### config.mk
export PLATFORM = sky130hd
export DESIGN_NAME = osgb_serializer
export DESIGN_NICKNAME = d
export VERILOG_FILES = /design/src/include/osgb_pkg.sv /design/src/logic/osgb_serializer.sv /design/src/logic/osgb_fifo.sv
export SDC_FILE = /design/constraint.sdc
export NUM_CORES = 1
export LEC_CHECK = 0
export ABC_AREA = 1
export ABC_CLOCK_PERIOD_IN_PS = 2580
export BUFFER_PORTS_ARGS = -buffer_cell sky130_fd_sc_hd__buf_4
export CORE_ASPECT_RATIO = 0.7
export CORE_UTILIZATION = 56
export DETAILED_ROUTE_END_ITERATION = 10
export PLACE_DENSITY = 0.79
export SLEW_MARGIN = 5
export SYNTH_ARGS = -nofsm -noshare
export SYNTH_HDL_FRONTEND = slang
export SYNTH_SLANG_ARGS = --single-unit
export TNS_END_PERCENT = 10
### constraint.sdc
create_clock -name clk -period 2.58 [get_ports clk]
set_clock_uncertainty 0.15 [all_clocks]
set_input_delay 0.129 -clock clk [delete_from_list [all_inputs] [get_ports clk]]
set_output_delay 0.129 -clock clk [all_outputs]
set_load 0.02 [all_outputs]
### src/include/osgb_pkg.sv
// Purpose: shared types and constants of the output gearbox serializer
// Assumes: one clock; parallel words arrive from core logic on that clock
// Notes:   no registers reachable by software; mode is a plain input
package osgb_pkg;

	// ************************************************************
	// widths and depths
	// ************************************************************
	localparam int OSGB_WORD_W     = 8;  // parallel word from the core
	localparam int OSGB_FIFO_DEPTH = 8;  // words buffered ahead of stage one
	localparam int OSGB_IDX_W      = 3;  // bit index inside one word

	// ************************************************************
	// per-mode bit positions
	// ************************************************************
	localparam logic [2:0] OSGB_LAST_SER7  = 3'h6; // seven bits, 0..6
	localparam logic [2:0] OSGB_LAST_DDR8  = 3'h7; // eight bits, 0..7
	localparam logic [2:0] OSGB_LAST_SPLIT = 3'h3; // four bits per lane
	localparam logic [2:0] OSGB_SPLIT_OFS  = 3'h4; // second lane base bit
	localparam logic [2:0] OSGB_IDX_FIRST  = 3'h0; // first bit shifted out
	localparam logic       OSGB_IDLE_LVL   = 1'b0; // serial level when idle

	// ************************************************************
	// types
	// ************************************************************
	// gearbox arrangement
	typedef enum logic [1:0] {
		OSGB_MODE_SER7  = 2'b00, // one seven-to-one serializer
		OSGB_MODE_DDR8  = 2'b01, // one eight-to-one gearbox
		OSGB_MODE_SPLIT = 2'b10  // two four-to-one gearboxes
	} osgb_mode_t;

	// one parallel word with its valid mark
	typedef struct packed {
		logic                   vld;
		logic [OSGB_WORD_W-1:0] data;
	} osgb_word_t;

endpackage

### src/logic/osgb_serializer.sv
// Purpose: output gearbox, parallel core words to serial lane outputs
// Assumes: one clock stands for the fast edge clock; one bit per cycle
// Notes:   a FIFO absorbs words; two pipeline stages feed the shifter
`timescale 1ns/10ps
`default_nettype none
// Functional notes
// each cell group holds one serializer turning up to eight bits serial
// seven-to-one mode shifts out the seven low bits of each word
// eight-to-one mode shifts out all eight bits of each word
// split mode: two four-bit lanes, low nibble first, high nibble second
// stage one captures the parallel word from the core side
// stage two moves the captured word into the fast-side register
// stage three selects word bits one after another onto the output
// reset clears all stages and shift state; outputs hold low
module osgb_serializer
	import osgb_pkg::*;
#(
	parameter int WORD_W     = OSGB_WORD_W,
	parameter int FIFO_DEPTH = OSGB_FIFO_DEPTH
) (
	// clock, reset and freeze
	input  wire logic              clk,
	input  wire logic              reset_n,
	input  wire logic              clk_en,
	// gearbox arrangement, sampled with each word entering stage three
	input  wire osgb_mode_t        mode,
	// parallel words from core logic
	input  wire logic              word_valid,
	input  wire logic [WORD_W-1:0] word_data,
	output logic                   word_ready,
	// serial lane outputs and activity
	output logic                   first_lane_q,
	output logic                   second_lane_q,
	output logic                   busy_q
);

	// ************************************************************
	// state
	// ************************************************************
	typedef struct packed {
		osgb_word_t            s1;     // stage one, captured word
		osgb_word_t            s2;     // stage two, fast-side word
		logic [WORD_W-1:0]     sh;     // stage three, word being sent
		logic [OSGB_IDX_W-1:0] idx;    // bit now on the output
		logic [OSGB_IDX_W-1:0] last;   // final bit index of this word
		osgb_mode_t            mode;   // arrangement of this word
		logic                  act;    // a word is on the output
		logic                  out_a;  // first lane pin
		logic                  out_c;  // second lane pin
	} osgb_state_t;

	osgb_state_t           st_q;
	osgb_state_t           st_d;
	logic                  f_valid;
	logic [WORD_W-1:0]     f_data;
	logic                  s1_free;
	logic                  s2_free;
	logic                  can_load;
	logic                  load;
	logic [OSGB_IDX_W-1:0] last_sel;
	logic [OSGB_IDX_W-1:0] nidx;

	// ************************************************************
	// input buffer
	// ************************************************************
	// back-pressure reaches the core through word_ready
	osgb_fifo #(
		.W     (WORD_W),
		.DEPTH (FIFO_DEPTH)
	) u_fifo (
		.clk     (clk),
		.reset_n (reset_n),
		.clk_en  (clk_en),
		.s_valid (word_valid),
		.s_data  (word_data),
		.s_ready (word_ready),
		.m_valid (f_valid),
		.m_data  (f_data),
		.m_ready (s1_free)
	);

	// ************************************************************
	// pipeline handshakes
	// ************************************************************
	// stage three takes a word when idle or on its final bit,
	// so back-to-back words leave no gap on the line
	always_comb begin
		can_load = !st_q.act || (st_q.idx == st_q.last);
		load     = can_load && st_q.s2.vld;
		s2_free  = !st_q.s2.vld || can_load;
		s1_free  = !st_q.s1.vld || s2_free;
		case (mode)
			OSGB_MODE_SER7:  last_sel = OSGB_LAST_SER7;
			OSGB_MODE_DDR8:  last_sel = OSGB_LAST_DDR8;
			OSGB_MODE_SPLIT: last_sel = OSGB_LAST_SPLIT;
			default:         last_sel = OSGB_LAST_DDR8;
		endcase
	end

	// ************************************************************
	// next state
	// ************************************************************
	always_comb begin
		st_d = st_q;
		nidx = OSGB_IDX_W'(st_q.idx + 1'b1);
		// stage one: capture from the buffer when it can move on
		if (s1_free) begin
			st_d.s1.vld  = f_valid;
			st_d.s1.data = f_data;
		end
		// stage two: hand the word to the fast-side register
		if (s2_free) begin
			st_d.s2 = st_q.s1;
		end
		// stage three: shift and select onto the lane outputs
		if (load) begin
			st_d.sh    = st_q.s2.data;
			st_d.idx   = OSGB_IDX_FIRST;
			st_d.last  = last_sel;
			st_d.mode  = mode;
			st_d.act   = 1'b1;
			st_d.out_a = st_q.s2.data[OSGB_IDX_FIRST];
			st_d.out_c = (mode == OSGB_MODE_SPLIT)
				? st_q.s2.data[OSGB_SPLIT_OFS]
				: OSGB_IDLE_LVL;
		end else if (st_q.act && (st_q.idx != st_q.last)) begin
			st_d.idx   = nidx;
			st_d.out_a = st_q.sh[nidx];
			st_d.out_c = (st_q.mode == OSGB_MODE_SPLIT)
				? st_q.sh[OSGB_IDX_W'(nidx + OSGB_SPLIT_OFS)]
				: OSGB_IDLE_LVL;
		end else if (st_q.act) begin
			// nothing queued: line returns to its idle level
			st_d.act   = 1'b0;
			st_d.out_a = OSGB_IDLE_LVL;
			st_d.out_c = OSGB_IDLE_LVL;
		end
	end

	// ************************************************************
	// state register
	// ************************************************************
	// a frozen clock enable holds the line at its current bit
	always_ff @(posedge clk or negedge reset_n) begin
		if (!reset_n) begin
			st_q <= '0;
		end else if (clk_en) begin
			st_q <= st_d;
		end
	end

	// outputs straight from the state register
	assign first_lane_q  = st_q.out_a;
	assign second_lane_q = st_q.out_c;
	assign busy_q        = st_q.act;

	// ************************************************************
	// checks
	// ************************************************************
	// stage one takes what the buffer offered
	s1_capture_a: assert property (
		@(posedge clk) disable iff (!reset_n || !clk_en)
		(f_valid && s1_free) |=> (st_q.s1.vld
			&& st_q.s1.data == $past(f_data)))
		else $error("stage one missed a buffered word");

	// stage two takes the stage-one word
	s2_transfer_a: assert property (
		@(posedge clk) disable iff (!reset_n || !clk_en)
		(st_q.s1.vld && s2_free) |=> (st_q.s2.vld
			&& st_q.s2.data == $past(st_q.s1.data)))
		else $error("stage two missed a word");

	// first bit appears the cycle after a load
	shift_first_a: assert property (
		@(posedge clk) disable iff (!reset_n || !clk_en)
		load |=> (st_q.act && st_q.idx == OSGB_IDX_FIRST
			&& st_q.out_a == $past(st_q.s2.data[0])))
		else $error("first serial bit wrong after load");

	// seven-to-one: bit six is the seventh bit out
	ser7_order_a: assert property (
		@(posedge clk) disable iff (!reset_n || !clk_en)
		(load && mode == OSGB_MODE_SER7) |-> ##7
			(st_q.idx == OSGB_LAST_SER7
			&& st_q.out_a == $past(st_q.s2.data[6], 7)))
		else $error("seven-to-one word not shifted in order");

	// eight-to-one: bit seven is the eighth bit out
	ddr8_order_a: assert property (
		@(posedge clk) disable iff (!reset_n || !clk_en)
		(load && mode == OSGB_MODE_DDR8) |-> ##8
			(st_q.idx == OSGB_LAST_DDR8
			&& st_q.out_a == $past(st_q.s2.data[7], 8)))
		else $error("eight-to-one word not shifted in order");

	// split: both lanes end on their top nibble bit together
	split_lanes_a: assert property (
		@(posedge clk) disable iff (!reset_n || !clk_en)
		(load && mode == OSGB_MODE_SPLIT) |-> ##4
			(st_q.idx == OSGB_LAST_SPLIT
			&& st_q.out_a == $past(st_q.s2.data[3], 4)
			&& st_q.out_c == $past(st_q.s2.data[7], 4)))
		else $error("split lanes carry wrong bits");

	// single serializer uses only the first lane
	one_lane_a: assert property (
		@(posedge clk) disable iff (!reset_n)
		(st_q.mode != OSGB_MODE_SPLIT) |-> (st_q.out_c == OSGB_IDLE_LVL))
		else $error("second lane driven outside split mode");

	// after reset release everything starts empty and low
	reset_clear_a: assert property (
		@(posedge clk)
		$rose(reset_n) |-> (!st_q.act && !st_q.s1.vld && !st_q.s2.vld
			&& st_q.out_a == OSGB_IDLE_LVL && st_q.out_c == OSGB_IDLE_LVL))
		else $error("pipeline not cleared by reset");

	// idle line rests at the idle level
	idle_low_a: assert property (
		@(posedge clk) disable iff (!reset_n)
		!st_q.act |-> (st_q.out_a == OSGB_IDLE_LVL
			&& st_q.out_c == OSGB_IDLE_LVL))
		else $error("idle line not at idle level");

	// ************************************************************
	// back-pressure and ordering checks
	// ************************************************************
	// a word waiting in the buffer stays put until stage one is free
	buffer_hold_a: assert property (
		@(posedge clk) disable iff (!reset_n || !clk_en)
		(f_valid && !s1_free) |=> (f_valid
			&& $stable(f_data)))
		else $error("buffered word changed while blocked");

	// stage one keeps its word while stage two holds a word the shifter cannot take yet
	s1_hold_a: assert property (
		@(posedge clk) disable iff (!reset_n || !clk_en)
		(st_q.s1.vld && !s1_free) |=> (st_q.s1.vld
			&& $stable(st_q.s1.data)))
		else $error("stage one overwritten while blocked");

	// stage two keeps its word until the shifter can take it
	s2_hold_a: assert property (
		@(posedge clk) disable iff (!reset_n || !clk_en)
		(st_q.s2.vld && !s2_free) |=> (st_q.s2.vld
			&& $stable(st_q.s2.data)))
		else $error("stage two overwritten while blocked");

	// inside a word the bit index climbs by exactly one per cycle
	idx_step_a: assert property (
		@(posedge clk) disable iff (!reset_n || !clk_en)
		(st_q.act && st_q.idx != st_q.last) |=> (st_q.act
			&& st_q.idx == OSGB_IDX_W'($past(st_q.idx) + 1'b1)))
		else $error("bit index skipped or stalled");

	// a queued word follows the last bit with no idle gap
	no_gap_a: assert property (
		@(posedge clk) disable iff (!reset_n || !clk_en)
		(st_q.act && st_q.idx == st_q.last && st_q.s2.vld)
			|=> (st_q.act && st_q.idx == OSGB_IDX_FIRST))
		else $error("gap between back-to-back words");

	// with nothing queued the line rests right after the last bit
	line_rest_a: assert property (
		@(posedge clk) disable iff (!reset_n || !clk_en)
		(st_q.act && st_q.idx == st_q.last && !st_q.s2.vld)
			|=> (!st_q.act && st_q.out_a == OSGB_IDLE_LVL
			&& st_q.out_c == OSGB_IDLE_LVL))
		else $error("line not released after last bit");

	// the arrangement of a word is kept until the next load
	mode_hold_a: assert property (
		@(posedge clk) disable iff (!reset_n || !clk_en)
		(st_q.act && !load) |=> (st_q.mode
			== $past(st_q.mode)))
		else $error("arrangement changed inside a word");

	// split mode: the second lane opens on the high nibble base bit
	split_first_a: assert property (
		@(posedge clk) disable iff (!reset_n || !clk_en)
		(load && mode == OSGB_MODE_SPLIT) |=> (st_q.out_c
			== $past(st_q.s2.data[OSGB_SPLIT_OFS])))
		else $error("second lane opened on wrong bit");

	// seven-to-one never reaches the top bit of the word
	ser7_short_a: assert property (
		@(posedge clk) disable iff (!reset_n)
		(st_q.act && st_q.mode == OSGB_MODE_SER7)
			|-> (st_q.idx <= OSGB_LAST_SER7))
		else $error("seven-to-one sent an eighth bit");

	// split lanes never pass their fourth bit
	split_short_a: assert property (
		@(posedge clk) disable iff (!reset_n)
		(st_q.act && st_q.mode == OSGB_MODE_SPLIT)
			|-> (st_q.idx <= OSGB_LAST_SPLIT))
		else $error("split lane ran past four bits");

	// the spare code falls back to the eight-bit single gearbox
	wide_len_a: assert property (
		@(posedge clk) disable iff (!reset_n || !clk_en)
		(load && mode != OSGB_MODE_SER7 && mode != OSGB_MODE_SPLIT)
			|=> (st_q.last == OSGB_LAST_DDR8))
		else $error("eight-bit word given wrong length");

	// a low clock enable holds lane outputs and activity still
	freeze_hold_a: assert property (
		@(posedge clk) disable iff (!reset_n)
		!clk_en |=> ($stable(st_q.out_a) && $stable(st_q.out_c)
			&& $stable(st_q.act)))
		else $error("line moved while clock enable low");

endmodule // osgb_serializer
`default_nettype wire

### src/logic/osgb_fifo.sv
// Purpose: small synchronous word FIFO with valid and ready on both sides
// Assumes: both sides run on clk; clk_en low freezes everything
// Notes:   s_ready and m_valid come from flip-flops
`timescale 1ns/10ps
`default_nettype none
module osgb_fifo
	import osgb_pkg::*;
#(
	parameter int W     = 8,
	parameter int DEPTH = 8
) (
	// clock and reset
	input  wire logic         clk,
	input  wire logic         reset_n,
	input  wire logic         clk_en,
	// filling side
	input  wire logic         s_valid,
	input  wire logic [W-1:0] s_data,
	output logic              s_ready,
	// draining side
	output logic              m_valid,
	output logic [W-1:0]      m_data,
	input  wire logic         m_ready
);
	localparam int PW = $clog2(DEPTH);

	typedef struct packed {
		logic [DEPTH-1:0][W-1:0] mem;
		logic [PW-1:0]           wr;
		logic [PW-1:0]           rd;
		logic [PW:0]             cnt;
		logic                    rdy;
		logic                    vld;
	} osgb_fifo_state_t;

	osgb_fifo_state_t st_q;
	osgb_fifo_state_t st_d;
	logic             push;
	logic             pop;

	// ************************************************************
	// next state
	// ************************************************************
	// flags are precomputed so both handshakes leave flip-flops
	always_comb begin
		st_d = st_q;
		push = s_valid && st_q.rdy;
		pop  = m_ready && st_q.vld;
		if (push) begin
			st_d.mem[st_q.wr] = s_data;
			st_d.wr           = PW'(st_q.wr + 1'b1);
		end
		if (pop) begin
			st_d.rd = PW'(st_q.rd + 1'b1);
		end
		st_d.cnt = (PW+1)'(st_q.cnt + {{PW{1'b0}}, push}
			- {{PW{1'b0}}, pop});
		st_d.rdy = (st_d.cnt != (PW+1)'(DEPTH));
		st_d.vld = (st_d.cnt != '0);
	end

	// state register, frozen while clk_en is low
	always_ff @(posedge clk or negedge reset_n) begin
		if (!reset_n) begin
			st_q     <= '0;
			st_q.rdy <= 1'b1;
		end else if (clk_en) begin
			st_q <= st_d;
		end
	end

	assign s_ready = st_q.rdy;
	assign m_valid = st_q.vld;
	assign m_data  = st_q.mem[st_q.rd];

endmodule // osgb_fifo
`default_nettype wire

# Word level (Yosys, flattened, before mapping)
# Index checks and enable logic that the tools add are counted.
dict set report classes {
  n_addsub 6
  n_mul 0
  div 0
  magnitude_cmp 5
  n_eq_ne 6
  shift 0
  muxes 18
  n_bitwise 0
  n_reduce_logical 23
}
# op n
set op_table {}
lappend op_table {{bitwise mux 64 bit} 1}
lappend op_table {{binary-select mux 8 bit (select 3 bit)} 1}
lappend op_table {{demux 8 bit (select 3 bit)} 1}
lappend op_table {{< comparator 3 x 4 -> 1 bit (second input constant)} 4}
lappend op_table {{two-way mux 8 bit} 2}
lappend op_table {{AND reduction 2 bit} 8}
lappend op_table {{adder 3 x 1 -> 3 bit (second input constant)} 3}
lappend op_table {{two-way mux 3 bit} 3}
lappend op_table {{binary-select mux 1 bit (select 3 bit)} 2}
lappend op_table {{one-hot mux 3 bit (2 select lines)} 1}
lappend op_table {{logical AND 1 bit} 5}
lappend op_table {{two-way mux 1 bit} 5}
lappend op_table {{adder 4 x 1 -> 4 bit} 1}
lappend op_table {{== test 2 bit (second input constant)} 2}
lappend op_table {{two-way mux 2 bit} 2}
lappend op_table {{inequality test 4 bit (second input constant)} 1}
lappend op_table {{nonzero test 4 bit} 1}
lappend op_table {{subtractor 4 x 1 -> 4 bit} 1}
lappend op_table {{adder 3 bit (second input constant)} 1}
lappend op_table {{== test 3 bit} 1}
lappend op_table {{>= comparator 3 x 1 -> 1 bit (second input constant)} 1}
lappend op_table {{logical NOT 1 bit} 3}
lappend op_table {{logical OR 1 bit} 3}
lappend op_table {{inequality test 3 bit} 1}
lappend op_table {{4 further kinds} 4}
dict set report word_totals {
  reg_bits 113
  latchBits 0
  ramBits 0
  romBits 0
  in_bits 14
  wordCells 82
  n_memories 0
}

# Depth between registers and ports, before layout
dict set report depth {
  depth_word 7
  mapped_depth 17
  mapped_depth_nobuf 16
}

# Cells and area by module
# A second synthesis with hierarchy kept.
dict set report hier_totals {
  cells_unflattened 644
  area_unflattened_um2 5474.0
}
# mod n_inst cells_each area_each_um2 seq_area_each_um2
set modules_own_cells {}
lappend modules_own_cells {osgb_fifo 1 434 3732.3 1903.1}
lappend modules_own_cells {osgb_serializer 1 210 1741.7 925.9}

# Worst setup path after synthesis
# OpenSTA, ideal clock, no wires.
dict set report synth_path {
  path_kind {register to register}
  from {register st_q[8] (netlist name)}
  to {register u_fifo.st_q, in the netlist u_fifo.m_valid}
  setup_time_ns 0.138
  arrival_ns 2.410
  setup_slack_ns -0.118
  stages_incl_launch_ff 17
  n_path_buf 1
  cell_sequence {dfrtp_1 inv_2 nand2_1 nand2_1 nand3_1 nand4_1 clkbuf_1 nand2_1 inv_1 ha_1 inv_1 ha_1 fa_1 xnor2_1 nand2_1 nand2_1 nand3_1}
}
dict set report synth_between {
  elab_chain_cells 7
}
# item line_no
set synth_lines {}
lappend synth_lines {{start, declared} osgb_serializer.sv:52} ;# osgb_state_t st_q;
lappend synth_lines {{start signal, assigned} osgb_serializer.sv:148} ;# st_q <= st_d;
lappend synth_lines {{== test 3 bit} osgb_serializer.sv:88} ;# can_load = !st_q.act || (st_q.idx == st_q.last);
lappend synth_lines {{logical OR 1 bit} osgb_serializer.sv:88}
lappend synth_lines {{logical OR 1 bit} osgb_serializer.sv:90} ;# s2_free = !st_q.s2.vld || can_load;
lappend synth_lines {{logical OR 1 bit} osgb_serializer.sv:91} ;# s1_free = !st_q.s1.vld || s2_free;
lappend synth_lines {{logical AND 1 bit} osgb_fifo.sv:48} ;# pop = m_ready && st_q.vld;
lappend synth_lines {{subtractor 4 x 1 -> 4 bit} osgb_fifo.sv:57} ;# - {{PW{1'b0}}, pop});
lappend synth_lines {{nonzero test 4 bit} osgb_fifo.sv:59} ;# st_d.vld = (st_d.cnt != '0);
lappend synth_lines {{end signal, assigned} osgb_fifo.sv:68} ;# st_q <= st_d;
lappend synth_lines {{end, declared} osgb_fifo.sv:36} ;# osgb_fifo_state_t st_q;
# Every way passes these cells.
# A chain may end at the register's enable or synchronous reset.

# Worst setup path after layout
# Ends and elaborated chain as after synthesis.

==> flow_metrics.env <==
export IMPL_outcome="completed"
export IMPL_post_route_cell_area_um2=6250
export IMPL_cts_sinks=113
export IMPL_yosysUniqueCellTypes=25
export IMPL_synth_seq_cells=113
export IMPL_powerDensity_nw_per_um2=1380
export IMPL_synth_top_family_by_area="simple AND/OR/NAND/NOR gates"
export IMPL_clock_latency_ns=0.43
export IMPL_grt_pass1_wl_mm=20.8
export IMPL_wire_per_inst_um=16.2
export IMPL_final_cell_mix="nand2_1, o21ai_0, dfrtp_1"
export IMPL_grt_max_degree=48
export IMPL_core_area_um2=9030
export IMPL_overflow=0
export IMPL_vias_per_cell=5.76
export IMPL_pin_count=18
export IMPL_routed_wl_mm=13.0
export IMPL_grt_pass1_vias=4312
export IMPL_gp_congestion=0.818
export IMPL_synth_warnings=0
export IMPL_cp_end_kind="flop"
export IMPL_cts_clk_slew_worst_paths_ns=0.06
export IMPL_fmax_mhz=401
export IMPL_grtUsageTotal_pct=29.4
export IMPL_setup_violations=0
export IMPL_report_final_slew_viol_count=0
export IMPL_yosysSeqAreaShare_pct=54.4
export IMPL_dr_pass1_iters=5
export IMPL_synthSimpleGateAreaFrac_pct=22.1
export IMPL_hp_class="primary input to asynchronous set/reset pin"
export IMPL_synth_area_um2=5200
export IMPL_antennaDiodeCount=0
export IMPL_finalCriticalPeriod_ns=2.49
export IMPL_dieArea_um2=9680
export IMPL_drive_gt1_share_pct=12.4
export IMPL_synth_top_cells_by_area="dfrtp_1, nand2_1, o21ai_0"
export IMPL_rrSetupSlack_ns=0.09
export IMPL_die_w_um=117
export IMPL_cts_tree="done"
export IMPL_crit_type="flop to flop"
export IMPL_yosys_area_top_type_share_pct=53.9
export IMPL_syn_avg_cell_area_um2=8.31
export IMPL_async_flop_share_pct=100
export IMPL_finalCritPeriodShare_pct=96.6
export IMPL_synth_top_area_cell="dfrtp_1"
export IMPL_slew_headroom_pct=44.5
export IMPL_port_buffers=17
export IMPL_initial_core_util_pct=57.6
export IMPL_place_area_um2=5460
export IMPL_p_seq_share_pct=37.3
export IMPL_num_vias=4607
export IMPL_synth_edf_count=0
export IMPL_worstSetupStartpoint="st_q[8]$_DFFE_PN0P_"
export IMPL_cap_viol_max_count=0
export IMPL_synth_mux_area_share_pct=0
export IMPL_p_int_uw=5290
export IMPL_comb_power_share_pct=34.7
export IMPL_p_switching_uw=3320
export IMPL_core_rowCount=29
export IMPL_fp_dieH_um=82.6
export IMPL_critPathLaunchType="flop"
export IMPL_drtIter0Drc=584
export IMPL_clk_root_buffer_cell="clkbuf_16"
export IMPL_synthAdderAreaFrac_pct=2.07
export IMPL_utilization_pct=69.1
export IMPL_layout_cells_most_common="nand2_1"
export IMPL_endpoint="u_fifo.m_valid$_DFFE_PN0P_"
export IMPL_r2r_start="st_q[8]$_DFFE_PN0P_"
export IMPL_hpwl_mm=8.06
export IMPL_nNetsFinal=685
export IMPL_crit_arrival_ns=2.62
export IMPL_grt_antenna_before_repair=0
export IMPL_synth_compound_area_share_pct=14.4
export IMPL_finalHoldViolCount=0
export IMPL_h_tree_depth=4
export IMPL_cp_data_required_time_ns=2.71
export IMPL_synth_xor_area_share_pct=1.18
export IMPL_cts_made_buffers=17
export IMPL_syn_num_nets=648
export IMPL_clk_path_buf_depth=2
export IMPL_p_leak_uw=0.00308
export IMPL_postSynthCellCount=626
export IMPL_p_sw_share_pct=38.5
export IMPL_worst_pin_slew_ns=0.832
export IMPL_vdd_drop_max_mv=0.687
export IMPL_reg2regPathDepth=15
export IMPL_fillers=636
export IMPL_r2r_end="u_fifo.m_valid$_DFFE_PN0P_"
export IMPL_area_growth_pct=20.1
export IMPL_synthFlopType="dfrtp_1"
export IMPL_timing_hold_ws_ns=0.116
export IMPL_critPathMaxFanout=4
export IMPL_p_clk_share_pct=28.0
export IMPL_drc=0
export IMPL_postRouteAntennaNets=0
export IMPL_fin_total_pwr_uw=8610
cell type report:
| cell class | count | area [um2] | area share, % |
|---|---|---|---|
| Clock inverter | 11 | 135 | 2.16 |
| Sequential cell | 113 | 2830 | 45.3 |
| Inverter | 53 | 199 | 3.18 |
| Clock buffer | 21 | 470 | 7.53 |
| Multi-Input combinational cell | 435 | 2090 | 33.5 |
| Timing Repair Buffer | 43 | 365 | 5.85 |
| Tap cell | 124 | 155 | 2.48 |
through the flow:
step                instances  TNS [ns]  setup slack [ns]
finish                    800         0            0.0876
global route              800   -0.0294           -0.0294
detailed placement        751         0            0.0235
global placement          751         0             0.155
floorplan                 626   -0.0533           -0.0533
CTS                       797         0            0.0216
sequential cells by signal (all words and copies together) (netlist names):
signal	count
u_fifo.st_q	74
st_q	34
busy_q	1
first_lane_q	1
second_lane_q	1
u_fifo.m_valid	1
u_fifo.s_ready	1
critical path: stages (launching register included):
cell and delay, ns:
dfrtp_1 0.40, inv_2 0.06, nand2_1 0.05, nand2_1 0.07, nand3_1 0.11, nand4_1 0.11
nand2_1 0.08, inv_1 0.04, ha_1 0.28, inv_2 0.04, ha_4 0.15, fa_2 0.36
xnor2_2 0.19, nand2_1 0.08, nand2_1 0.08, nand3_1 0.08
power groups by stage:
stage	combinational, uW	clock, uW	sequential [uW]
after global routing	3360	2490	3320
after detailed placement	2710	0	3190
after global placement	2560	0	3160
final	2990	2410	3210
after floorplan	2080	0	3010
after CTS	2840	2410	3180
worst min-delay path by stage:
| stage | slack (ns) | depth (start not counted) | to | from |
|---|---|---|---|---|
| global route | 0.19 | 4 | u_fifo.st_q[10]$_DFFE_PN0P_ | word_valid |
| finish | 0.12 | 2 | second_lane_q$_DFFE_PN0P_ | reset_n |
| detailed placement | 0.03 | 1 | second_lane_q$_DFFE_PN0P_ | reset_n |
| floorplan | -0.32 | 0 | busy_q$_DFFE_PN0P_ | reset_n |
| global placement | 0.02 | 1 | second_lane_q$_DFFE_PN0P_ | reset_n |
| CTS | 0.12 | 6 | u_fifo.st_q[2]$_DFFE_PN0P_ | word_valid |
cells by family after synthesis:
| logic type | after synthesis |
|---|---|
| simple gates | 273 |
| compound gates | 147 |
| flops | 113 |
| buf+inv | 78 |
| fa+ha+maj | 8 |
| xor+xnor | 7 |
routing by layer:
| metal | up-vias | part of all wire, % | global-route usage (%) |
|---|---|---|---|
| li1 | 2114 | - | - |
| met1 | 2252 | 45 | 38.7 |
| met2 | 204 | 46 | 46.5 |
| met3 | 37 | 7.6 | 8.32 |
| met4 | 0 | 2.1 | 11.3 |
| met5 | - | 0 | 0 |
synthesized netlist by cell type (2+ instances only):
cell	n
nand2_1	195
nand3_2	2
o21ai_1	5
inv_2	6
inv_1	47
nand4_2	4
xor2_1	4
o21ai_0	115
dfrtp_1	112
ha_1	7
o22ai_1	8
buf_2	5
nor4_4	2
nand3_1	24
a21oi_1	18
xnor2_1	3
nand4_1	4
clkbuf_1	18
nor2_1	41
timing repair:
action	CTS	global route
pin swaps	0	1
cloned	0	0
hold endpoints to repair	102	0
hold buffers	12	0
gates resized for setup	0	4
setup endpoints to repair	1	3
buffers inserted	2	3
No activity file was read; power rests on OpenSTA's default activity.
